--- src/hdl/cms_pkg.sv ---
// Constants, encodings and helper functions of the configuration mode sequencer.
package cms_pkg;

  // ==========================================================================
  // Timing
  localparam int unsigned CLK_HZ = 20_000_000;
  localparam int unsigned MS_PER_S = 1000;
  localparam int unsigned POR_LONG_MS = 100;
  localparam int unsigned POR_SHORT_MS = 12;
  localparam int unsigned POR_LONG_CYCLES = POR_LONG_MS * (CLK_HZ / MS_PER_S);
  localparam int unsigned POR_SHORT_CYCLES = POR_SHORT_MS * (CLK_HZ / MS_PER_S);
  typedef logic [20:0] cms_por_cnt_t;
  localparam logic [3:0] INIT_LAST = 4'h7;
  localparam logic [2:0] SER_BIT_LAST = 3'h7;
  localparam logic [1:0] FPP_EDGE_TAKE = 2'h0;

  // ==========================================================================
  // Load schemes and states
  localparam logic [2:0] SCH_FPP = 3'h0;
  localparam logic [2:0] SCH_AS = 3'h1;
  localparam logic [2:0] SCH_PS = 3'h2;
  localparam logic [2:0] SCH_PPA = 3'h3;
  localparam logic [2:0] SCH_JTAG = 3'h4;
  typedef enum logic [4:0] {
    ST_POR = 5'h01,
    ST_WAIT = 5'h02,
    ST_LOAD = 5'h04,
    ST_INIT = 5'h08,
    ST_USER = 5'h10
  } cms_state_e;

  // ==========================================================================
  // Register map and fields
  localparam logic [7:0] REG_CTRL = 8'h00;
  localparam logic [7:0] REG_LEN = 8'h04;
  localparam logic [7:0] REG_STATUS = 8'h08;
  localparam logic [7:0] REG_INT_STAT = 8'h0c;
  localparam logic [7:0] REG_INT_MASK = 8'h10;
  localparam int CTRL_COMP_BIT = 3;
  localparam int CTRL_RSU_BIT = 4;
  localparam int CTRL_LOCAL_BIT = 5;
  localparam int CTRL_START_BIT = 6;
  localparam logic [5:0] CTRL_RST = 6'h02;
  localparam logic [15:0] LEN_RST = 16'h0100;
  localparam int IRQ_W = 4;
  localparam int IRQ_LOADED = 0;
  localparam int IRQ_ERROR = 1;
  localparam int IRQ_USER = 2;
  localparam int IRQ_RECONF = 3;
  localparam int RLE_FLAG_BIT = 7;
  localparam int RLE_RUN_W = 3;

  // ==========================================================================
  // Synchroniser lanes
  localparam int SY_POR = 0;
  localparam int SY_PULL = 1;
  localparam int SY_LVL = 2;
  localparam int SY_CE = 3;
  localparam int SY_RCF = 4;
  localparam int SY_CLK = 5;
  localparam int SY_DATA = 6;
  localparam int SY_W = 14;

  function automatic logic cms_decomp_ok(input logic [2:0] s);
    return (s == SCH_FPP) || (s == SCH_AS) || (s == SCH_PS);
  endfunction

  function automatic logic cms_rsu_ok(input logic [2:0] s);
    return cms_decomp_ok(s) || (s == SCH_PPA);
  endfunction

endpackage

--- src/hdl/cms_load_engine.sv ---
// Byte assembly and real-time decompression of the incoming bitstream.
`timescale 1ns/1ps
`default_nettype none
module cms_load_engine
  import cms_pkg::*;
(
  input wire logic core_clk,
  input wire logic sys_rst,
  input wire logic active,
  input wire logic [2:0] scheme,
  input wire logic decomp_en,
  input wire logic clk_rise,
  input wire logic [7:0] data_in,
  output logic byte_valid,
  output logic [7:0] byte_data
);
  logic [7:0] shift_q, shift_d, raw;
  logic [2:0] bit_q, bit_d;
  logic [1:0] edge_q, edge_d;
  logic [RLE_RUN_W-1:0] run_q, run_d;
  logic valid_q, valid_d, got, dec_on;
  logic [7:0] data_q, data_d;

  // ==========================================================================
  // Assembly and expansion
  // (RULE_09) Decompression scope.
  assign dec_on = decomp_en && cms_decomp_ok(scheme);

  always_comb begin
    shift_d = shift_q;
    bit_d = bit_q;
    edge_d = edge_q;
    run_d = run_q;
    valid_d = 1'b0;
    data_d = data_q;
    got = 1'b0;
    raw = data_in;
    if (!active) begin
      shift_d = '0;
      bit_d = '0;
      edge_d = '0;
      run_d = '0;
    end else begin
      if (clk_rise) begin
        if (scheme == SCH_AS || scheme == SCH_PS) begin
          shift_d = {shift_q[6:0], data_in[0]};
          bit_d = bit_q + 3'h1;
          got = (bit_q == SER_BIT_LAST);
          raw = shift_d;
        end else begin
          // (RULE_08) Four clocks per word.
          edge_d = (scheme == SCH_FPP && dec_on) ? edge_q + 2'h1 : FPP_EDGE_TAKE;
          got = (edge_q == FPP_EDGE_TAKE);
        end
      end
      // A run occupies the cycles between clock edges; the host clock must be slow enough.
      if (run_q != '0) begin
        valid_d = 1'b1;
        data_d = 8'h00;
        run_d = run_q - 1'b1;
      end else if (got) begin
        valid_d = 1'b1;
        // (RULE_09) Zero-run expansion.
        if (dec_on && raw[RLE_FLAG_BIT]) begin
          data_d = 8'h00;
          run_d = raw[RLE_RUN_W-1:0];
        end else begin
          data_d = raw;
        end
      end
    end
  end

  always_ff @(posedge core_clk) begin
    if (sys_rst) begin
      shift_q <= 8'h00;
      bit_q <= 3'h0;
      edge_q <= 2'h0;
      run_q <= '0;
      valid_q <= 1'b0;
      data_q <= 8'h00;
    end else begin
      shift_q <= shift_d;
      bit_q <= bit_d;
      edge_q <= edge_d;
      run_q <= run_d;
      valid_q <= valid_d;
      data_q <= data_d;
    end
  end

  assign byte_valid = valid_q;
  assign byte_data = data_q;
endmodule // cms_load_engine
`default_nettype wire

--- src/hdl/cms_sequencer.sv ---
// Power-up, load, initialisation and user-mode sequencer with register port.
// Function
// (RULE_01) Power-on delay is 100 ms with delay select low, 12 ms high.
// (RULE_02) User I/O stay high impedance until loading has finished.
// (RULE_03) After loading, initialise: clear registers, enable I/O, enter user mode.
// (RULE_04) Weak pull-ups on during configuration when pull-up select is low.
// (RULE_05) Input level select is captured only at power up.
// (RULE_06) Level select high picks the low-voltage input buffer.
// (RULE_07) Reconfiguration pin in user mode returns to command mode and reloads.
// (RULE_08) Host clocks four times the word rate for parallel decompression.
// (RULE_09) Decompress only in fast parallel, active serial and passive serial.
// (RULE_10) Active serial with remote upgrade allows remote update mode only.
// (RULE_11) User logic starts reconfiguration; errors fall back to a safe image.
// (RULE_12) Remote upgrade in all schemes but boundary-scan loading.
// (RULE_13) Devices chain through chain-enable output to next chain-enable input.
// (RULE_14) Chain-enable output rises only after own load completes.
`timescale 1ns/1ps
`default_nettype none
module cms_sequencer
  import cms_pkg::*;
#(
  parameter cms_por_cnt_t POR_LONG_CYC = cms_por_cnt_t'(POR_LONG_CYCLES),
  parameter cms_por_cnt_t POR_SHORT_CYC = cms_por_cnt_t'(POR_SHORT_CYCLES)
) (
  input wire logic core_clk,
  input wire logic sys_rst,
  input wire logic por_delay_select,
  input wire logic weak_pullup_select,
  input wire logic config_input_level_select,
  input wire logic chain_enable_in,
  input wire logic reconfig_req_n,
  input wire logic config_clock,
  input wire logic [7:0] config_data,
  input wire logic [7:0] reg_addr,
  input wire logic [31:0] reg_wdata,
  input wire logic reg_wr,
  input wire logic reg_rd,
  output logic [31:0] reg_rdata,
  output logic irq,
  output logic user_io_enable,
  output logic weak_pullup_enable,
  output logic low_volt_buf_sel,
  output logic user_mode,
  output logic init_clear,
  output logic chain_enable_out,
  output logic safe_image_sel,
  output logic cell_wr_valid,
  output logic [7:0] cell_wr_data
);

  // ==========================================================================
  // Pin synchronisers
  logic [SY_W-1:0] sync1_q, sync2_q;
  logic clk_prev_q, clk_rise;

  always_ff @(posedge core_clk) begin
    if (sys_rst) begin
      sync1_q <= '0;
      sync2_q <= '0;
      clk_prev_q <= 1'b0;
    end else begin
      sync1_q <= {config_data, config_clock, reconfig_req_n, chain_enable_in,
                  config_input_level_select, weak_pullup_select, por_delay_select};
      sync2_q <= sync1_q;
      clk_prev_q <= sync2_q[SY_CLK];
    end
  end
  assign clk_rise = sync2_q[SY_CLK] && !clk_prev_q;

  // ==========================================================================
  // Register port
  logic [5:0] ctrl_q, ctrl_d;
  logic [15:0] len_q, len_d;
  logic [IRQ_W-1:0] int_stat_q, int_stat_d, int_mask_q, int_mask_d, ev;
  logic [31:0] rdata_q, rdata_d;
  logic irq_q, irq_d;
  logic [2:0] scheme;
  logic rsu_act, local_eff, sw_start, decomp_act;
  cms_state_e state_q, state_d;
  logic lvl_q, lvl_d, safe_q, safe_d, err_q, err_d;

  assign scheme = ctrl_q[2:0];
  // (RULE_12) Remote upgrade scope.
  assign rsu_act = ctrl_q[CTRL_RSU_BIT] && cms_rsu_ok(scheme);
  // (RULE_10) No local update under active serial.
  assign local_eff = ctrl_q[CTRL_LOCAL_BIT] && rsu_act && (scheme != SCH_AS);
  assign decomp_act = ctrl_q[CTRL_COMP_BIT] && cms_decomp_ok(scheme);
  assign sw_start = reg_wr && (reg_addr == REG_CTRL) && reg_wdata[CTRL_START_BIT];

  always_comb begin
    ctrl_d = ctrl_q;
    len_d = len_q;
    int_mask_d = int_mask_q;
    int_stat_d = int_stat_q;
    rdata_d = 32'h0000_0000;
    if (reg_wr) begin
      case (reg_addr)
        REG_CTRL: ctrl_d = reg_wdata[5:0];
        REG_LEN: len_d = reg_wdata[15:0];
        REG_INT_STAT: int_stat_d = int_stat_q & ~reg_wdata[IRQ_W-1:0];
        REG_INT_MASK: int_mask_d = reg_wdata[IRQ_W-1:0];
        default: ctrl_d = ctrl_q;
      endcase
    end
    // New events win over a clear in the same cycle.
    int_stat_d = int_stat_d | ev;
    if (reg_rd) begin
      case (reg_addr)
        REG_CTRL: rdata_d = {26'h0, ctrl_q};
        REG_LEN: rdata_d = {16'h0, len_q};
        REG_STATUS: rdata_d = {21'h0, decomp_act, local_eff, rsu_act, err_q, safe_q,
                               lvl_q, state_q};
        REG_INT_STAT: rdata_d = {28'h0, int_stat_q};
        REG_INT_MASK: rdata_d = {28'h0, int_mask_q};
        default: rdata_d = 32'h0000_0000;
      endcase
    end
    irq_d = |(int_stat_d & int_mask_d);
  end

  always_ff @(posedge core_clk) begin
    if (sys_rst) begin
      ctrl_q <= CTRL_RST;
      len_q <= LEN_RST;
      int_stat_q <= '0;
      int_mask_q <= '0;
      rdata_q <= 32'h0000_0000;
      irq_q <= 1'b0;
    end else begin
      ctrl_q <= ctrl_d;
      len_q <= len_d;
      int_stat_q <= int_stat_d;
      int_mask_q <= int_mask_d;
      rdata_q <= rdata_d;
      irq_q <= irq_d;
    end
  end
  assign reg_rdata = rdata_q;
  assign irq = irq_q;

  // ==========================================================================
  // Load engine
  logic byte_valid;
  logic [7:0] byte_data;

  cms_load_engine u_engine (
    .core_clk(core_clk),
    .sys_rst(sys_rst),
    .active(state_q == ST_LOAD),
    .scheme(scheme),
    .decomp_en(ctrl_q[CTRL_COMP_BIT]),
    .clk_rise(clk_rise),
    .data_in(sync2_q[SY_W-1:SY_DATA]),
    .byte_valid(byte_valid),
    .byte_data(byte_data)
  );

  // ==========================================================================
  // Mode sequencer
  cms_por_cnt_t por_cnt_q, por_cnt_d, por_limit;
  logic [3:0] init_cnt_q, init_cnt_d;
  logic [15:0] byte_cnt_q, byte_cnt_d;
  logic [7:0] sum_q, sum_d, cell_data_q, cell_data_d;
  logic io_q, io_d, pull_q, pull_d, ceo_q, ceo_d, clr_q, clr_d, cell_q, cell_d, cmd_mode;

  // (RULE_01) Delay choice.
  assign por_limit = sync2_q[SY_POR] ? POR_SHORT_CYC - 1'b1 : POR_LONG_CYC - 1'b1;
  assign cmd_mode = (state_q == ST_POR) || (state_q == ST_WAIT) || (state_q == ST_LOAD);

  always_comb begin
    state_d = state_q;
    por_cnt_d = por_cnt_q;
    init_cnt_d = init_cnt_q;
    byte_cnt_d = byte_cnt_q;
    sum_d = sum_q;
    lvl_d = lvl_q;
    safe_d = safe_q;
    err_d = err_q;
    io_d = io_q;
    ceo_d = ceo_q;
    clr_d = 1'b0;
    cell_d = 1'b0;
    cell_data_d = cell_data_q;
    ev = '0;
    // (RULE_04) Pull-ups only in command mode.
    pull_d = cmd_mode && !sync2_q[SY_PULL];
    case (state_q)
      ST_POR: begin
        por_cnt_d = por_cnt_q + 1'b1;
        if (por_cnt_q >= por_limit) begin
          // (RULE_05) Level captured once.
          lvl_d = sync2_q[SY_LVL];
          state_d = ST_WAIT;
        end
      end
      ST_WAIT: begin
        byte_cnt_d = '0;
        sum_d = 8'h00;
        // (RULE_13) Load starts on chain enable.
        if (sync2_q[SY_CE] && sync2_q[SY_RCF]) begin
          state_d = ST_LOAD;
        end
      end
      ST_LOAD: begin
        if (byte_valid) begin
          if (byte_cnt_q < len_q) begin
            cell_d = 1'b1;
            cell_data_d = byte_data;
            sum_d = sum_q ^ byte_data;
            byte_cnt_d = byte_cnt_q + 1'b1;
          end else if (byte_data == sum_q) begin
            // (RULE_14) Pass the chain on.
            ceo_d = 1'b1;
            ev[IRQ_LOADED] = 1'b1;
            err_d = 1'b0;
            init_cnt_d = '0;
            state_d = ST_INIT;
          end else begin
            // (RULE_11) Error fallback.
            ev[IRQ_ERROR] = 1'b1;
            err_d = 1'b1;
            safe_d = safe_q || rsu_act;
            state_d = ST_WAIT;
          end
        end
      end
      ST_INIT: begin
        // (RULE_03) Clear and enable I/O.
        clr_d = 1'b1;
        io_d = 1'b1;
        init_cnt_d = init_cnt_q + 1'b1;
        if (init_cnt_q == INIT_LAST) begin
          clr_d = 1'b0;
          ev[IRQ_USER] = 1'b1;
          state_d = ST_USER;
        end
      end
      ST_USER: begin
        // (RULE_07) Pin or (RULE_11) software reconfiguration.
        if (!sync2_q[SY_RCF] || (sw_start && rsu_act)) begin
          io_d = 1'b0;
          ceo_d = 1'b0;
          ev[IRQ_RECONF] = 1'b1;
          // (RULE_10) Remote update selects the new image.
          if (!local_eff) begin
            safe_d = 1'b0;
          end
          state_d = ST_WAIT;
        end
      end
      default: state_d = ST_POR;
    endcase
  end

  always_ff @(posedge core_clk) begin
    if (sys_rst) begin
      state_q <= ST_POR;
      por_cnt_q <= '0;
      init_cnt_q <= 4'h0;
      byte_cnt_q <= 16'h0000;
      sum_q <= 8'h00;
      lvl_q <= 1'b0;
      safe_q <= 1'b0;
      err_q <= 1'b0;
      io_q <= 1'b0;
      pull_q <= 1'b0;
      ceo_q <= 1'b0;
      clr_q <= 1'b0;
      cell_q <= 1'b0;
      cell_data_q <= 8'h00;
    end else begin
      state_q <= state_d;
      por_cnt_q <= por_cnt_d;
      init_cnt_q <= init_cnt_d;
      byte_cnt_q <= byte_cnt_d;
      sum_q <= sum_d;
      lvl_q <= lvl_d;
      safe_q <= safe_d;
      err_q <= err_d;
      io_q <= io_d;
      pull_q <= pull_d;
      ceo_q <= ceo_d;
      clr_q <= clr_d;
      cell_q <= cell_d;
      cell_data_q <= cell_data_d;
    end
  end

  // (RULE_02) Output enable only after loading.
  assign user_io_enable = io_q;
  assign weak_pullup_enable = pull_q;
  // (RULE_06) Buffer choice from captured level.
  assign low_volt_buf_sel = lvl_q;
  assign user_mode = (state_q == ST_USER);
  assign init_clear = clr_q;
  assign chain_enable_out = ceo_q;
  assign safe_image_sel = safe_q;
  assign cell_wr_valid = cell_q;
  assign cell_wr_data = cell_data_q;
endmodule // cms_sequencer
`default_nettype wire

--- config.mk ---
export PLATFORM = sky130hd
export DESIGN_NAME = cms_sequencer
export DESIGN_NICKNAME = d
export VERILOG_FILES = /design/src/hdl/cms_pkg.sv /design/src/hdl/cms_load_engine.sv /design/src/hdl/cms_sequencer.sv
export SDC_FILE = /design/constraint.sdc
export NUM_CORES = 1
export LEC_CHECK = 0
export BUFFER_PORTS_ARGS = -buffer_cell sky130_fd_sc_hd__buf_4
export CORE_AREA = 2 2 173 90
export CTS_BUF_LIST = sky130_fd_sc_hd__clkbuf_8
export DETAILED_ROUTE_END_ITERATION = 8
export DIE_AREA = 0 0 175 92
export PLACE_DENSITY = 0.81
export SETUP_SLACK_MARGIN = 0.15
export SLEW_MARGIN = 10
export SYNTH_ARGS = -nofsm -noshare
export SYNTH_HDL_FRONTEND = slang
export SYNTH_HIERARCHICAL = 1
export SYNTH_SLANG_ARGS = --single-unit
--- constraint.sdc ---
create_clock -name core_clk -period 3.2 [get_ports core_clk]
set_input_delay 0.32 -clock core_clk [delete_from_list [all_inputs] [get_ports core_clk]]
set_output_delay 0.32 -clock core_clk [all_outputs]
set_load 0.03 [all_outputs]
### After elaboration in Yosys (flattened, before gate mapping)

Cells that the tools add are included.

* register bits after elaboration: 186
* bits of input ports: 58
* output and inout port bits: 49
* word-level logic and storage cells: 189

* $add $sub $neg: 6
* magnitude comparators: 2
* equality and inequality tests: 26
* muxes and demuxes: 62
* bitwise gates (word level): 11
* reduce and logical (&&, ||, !) cells: 53

Operator list (count)
* $pmux 16 s5: 1
* $mux 8: 8
* $mux 16: 2
* $mux 4: 8
* $pmux 16 s2: 1
* $mux 5: 6
* $pmux 5 s5: 1
* $mux 1: 22
* $add 21x1->21 const B: 1
* $ge 21x21->1: 1
* $mux 21: 1
* $add 16x1->16 const B: 1
* $eq 8x4->1 const B: 2
* $lt 16x16->1: 1
* $pmux 8 s2: 1
* $reduce_and 2->1: 8
* $ne 2x2->1 const B: 7
* $logic_and 1x1->1: 12
* $reduce_and 6->1: 2
* $reduce_bool 2->1: 6
* $mux 3: 3
* $reduce_and 3->1: 3
* $and 4x4->4: 2
* $eq 8x3->1 const B: 1
* other kinds (35): 59

### Depth between registers and ports, before layout

* depth in word-level cells: 12
* mapped depth: 10
* gate-level depth less buffers: 8

### By module

Netlist, hierarchy kept.

Modules (own cells, without submodules)
* cms_sequencer: times used 1, cells an instance 756, area each 6702.7 µm², sequential area each 2922.8 µm²
* cms_load_engine: times used 1, cells an instance 141, area each 1238.7 µm², sequential area each 480.5 µm²

### Worst setup path after synthesis

Ideal clock, no wire load.

* path type: register to register
* start: reg state_q[2]
* end: reg safe_q, in the netlist safe_image_sel
* library setup time: 0.134 ns
* arrival: 2.386 ns
* setup slack: 0.680 ns
* cell stages (with the launch flop): 8
* path buffers: 1
* clock period less this slack: 2.520 ns
* cell sequence: dfxtp_1 -> buf_2 -> nand2b_1 -> nor4_1 -> nand3_1 -> a21boi_0 -> a41oi_1 -> a211oi_1

* longest elaborated chain between the ends: 3
* elaborated cells between the ends (all ways): 10
* those cells by class: eq/ne (7); mux (1); reduce/logical (2)

Ends and longest elaborated chain
* start: declaration: RTL line cms_sequencer.sv:79 `cms_state_e state_q, state_d;`
* start signal: assignment: RTL line cms_sequencer.sv:272 `state_q <= state_d;`
* $eq 5x5->1 *
* net user_mode: RTL line cms_sequencer.sv:43 `output logic user_mode,`
* $ne 2x2->1 (no line) (tied with other cells)
* $reduce_and 6->1 (no line)
* end signal: assignment: RTL line cms_sequencer.sv:263 `safe_q <= 1'b0;`
* end signal: assignment: RTL line cms_sequencer.sv:278 `safe_q <= safe_d;`
* end: declaration: RTL line cms_sequencer.sv:80 `logic lvl_q, lvl_d, safe_q, safe_d, err_q, err_d;`

Mark *: on every way through the listed nets, which the timed path passes. The rest lies on a longest branch.
A chain may end at the register's enable or synchronous reset.

### Worst setup path in the final report

* start: reg len_q[13]
* end: reg cell_data_q[3], in the netlist cell_wr_data[3]

* longest elaborated chain between the ends: 2

Ends and longest elaborated chain
* start: declaration: RTL line cms_sequencer.sv:73 `logic [15:0] len_q, len_d;`
* start signal: assignment: RTL line cms_sequencer.sv:131 `len_q <= len_d;`
* $lt 16x16->1: RTL line cms_sequencer.sv:206 `if (byte_cnt_q < len_q) begin`
* $reduce_and 3->1 (no line)
* end signal: assignment: RTL line cms_sequencer.sv:285 `cell_data_q <= cell_data_d;`
* end: declaration: RTL line cms_sequencer.sv:163 `logic [7:0] sum_q, sum_d, cell_data_q, cell_data_d;`

Every way passes these cells.

==> metrics.txt <==
outcome finished clean; Post-Route WL 18.2 mm; vias in the first global route 5839; crit path max fanout 32; Post-synth EDFFs 0; antenna violations before repair 0; min cycle time layout 2830 ps; Hold Buf Count CTS 0; cts repair resizes 0; fin. max-slew vios 0; Startpoint Class flip-flop; setup TNS 0 ps; layout cells sized above 1 0.141; Final Setup Violations 0; first-pass GRT wire length 29.8 mm; ys flop type dfxtp_1; yosys warns 6; TritonRoute pass-1 iters 5; Worst-Margin Slew approximately 800 ps; CP Cell Sequence inv_1 > ha_1 > nand4_1 > nor3_1 > or4b_4 > nand4_4 > buf_4 > mux2i_1 > nor2_1; Critical Path RT about 3500 ps; Layout Nets about 1.0k; Worst EP arrival 3160 ps; Mapped Cells about 900; routability cong. 0.898; top cell type's share of synthesized area 0.429; IO Pins 107; Clock Tree Buf Depth 2; critical path type reg -> reg; DP Cell Count 1143; endpoints failing hold 0; Root Driver clkbuf_8; Lkg Pwr ~3.6 nW; DPL Wire Length about 13 mm; Hold WC Path Type in -> reg; CTS tree done; unique cell type count in the Yosys netlist 69; Min Hold Slack 72.6 ps; Area Overhead vs Synth 13.2%; Std-Cell Rows 32; max-cap violations 0; gr usage total 0.232; Core Box Area 14900 sq um; top post-synthesis cells by area dfxtp_1 (43%), ha_1 (4.9%), a21oi_1 (4.7%); CP Capture Type flip-flop; P per Cell Area 450 nW/um^2; sequential share of the synthesized area 0.429; f_max 353 MHz; RSZ-0062 raised after global routing false; initial core utilization 0.535; Buffers on Ports 74; ANT nets after route 0; VDD IR max 0.230 mV; dominant cell type by area after synthesis dfxtp_1; largest net degree at the start of global routing 53; DRC 0; die area 16100 sq um; die width between 150 and 200 um; Worst slew margin 0.461; Post-CTS Setup Bufs 0; clk sinks 170; Slowest cell on crit path or4b_4; clock slew at reported path FFs ~100 ps; filler cell count in the final layout 1295; Iter 0 DRT Violations 762; Die Y 92 um; Antenna diodes 0; count leader, synth dfxtp_1; Async SR Flop Fraction 0; vias per cell 5.58; CP peak stage delay 560 ps; Avg Inst Size Synth around 8.9 sq um; clock latency on the worst-skew pair 460 ps; Via Count 6555; Synth top cells by count dfxtp_1 (170), nand2_1 (81), a21oi_1 (75); non-filler instance count after layout 1175; Setup Skew 20.0 ps; total global routing overflow 0; number of CTS-inserted buffers 17; final period utilization 0.885; Mapped Area 7940 sq um; htree depth 4; flops & latches, synth 170; Wirelength per Cell roughly 16 um; post-layout util 0.605
-- placed cells by master, fill, tap and decap left out, types with 12 or more instances in the layout --
cell,count
nand2_1,81
ha_1,31
inv_1,39
nand2b_1,34
xor2_1,15
buf_4,84
mux2i_1,32
nand3_1,38
conb_1,16
a21oi_1,75
nor2b_1,39
o21ai_0,21
clkbuf_8,18
dfxtp_1,170
nor2_1,73
nor3_1,14
and3_1,19
a21o_1,12
nand4_1,26
-- power breakdown --
group | internal, mW | leakage [nW] | switching, mW
logic | 0.0852 | 1.98 | 0.138
registers | 2.15 | 1.38 | 0.0266
clock network | 0.864 | 0.224 | 0.788
total | 3.10 | 3.58 | 0.953
-- state kept, by name, summed over array words and instances, names as in the netlist, 4 cells and up --
register,flops
sum_q,8
u_engine/shift_q,7
sync1_q,14
reg_rdata,16
por_cnt_q,21
int_stat_q,4
u_engine/byte_data,8
sync2_q,14
state_q,5
len_q,16
byte_cnt_q,16
init_cnt_q,4
ctrl_q,6
int_mask_q,4
cell_wr_data,8
-- cell type report --
cell class,instances,area (sq um),share of cell area
multi-input combinational,650,4140,0.461
tap,204,255,0.0284
inverter,35,131,0.0146
clock buffer,18,248,0.0276
sequential,170,3400,0.379
clock inverter,14,181,0.0202
timing repair buffer,84,631,0.0701
-- per-stage QoR --
stage	instance area, sq um	setup slack [ps]	total power, mW
2_1_floorplan	8000	680	2.38
3_3_place_gp	8560	502	2.44
3_5_place_dp	8560	449	2.44
4_1_cts	8990	418	4.07
5_1_grt	8990	222	4.20
6_report	8990	367	4.05
-- critical path, delay by kind of cell, from the launching register on --
kind,cells,cell delay [ps]
adder cells (fa/ha/maj),1,290
buffers and inverters,2,320
flip-flops,1,360
AND/OR/NAND/NOR,5,1510
multiplexers,1,200
-- kinds of logic (layout without fill, tap and decap cells) --
group | Yosys count | count (layout) | synth area share
AND/OR/NAND/NOR | 383 | 383 | 0.261
adder cells (fa/ha/maj) | 31 | 31 | 0.0488
AO/OA/AOI/OAI | 162 | 162 | 0.134
multiplexers | 33 | 33 | 0.0418
flip-flops | 170 | 170 | 0.429
buffers and inverters | 92 | 151 | 0.0572
XOR/XNOR | 25 | 25 | 0.0285
other | 1 | 16 | 0.000472
-- final timing paths --
check                    from                 end  slack, ps  cells past startpoint
max                 len_q[13]     cell_wr_data[3]        370                      9
min reg2reg        sync2_q[1]  weak_pullup_enable        390                      1
max reg2reg         len_q[13]     cell_wr_data[3]        370                      9
min          por_delay_select          sync1_q[0]         70                      2
-- layer usage --
layer	vias to the layer above	part of all wire	track usage
li1	3222	-	-
met3	24	0.084	0.0539
met1	3045	0.51	0.360
met4	0	0.013	0.0639
met2	264	0.39	0.318
met5	-	0	0
No activity file was read; power rests on OpenSTA's default activity.
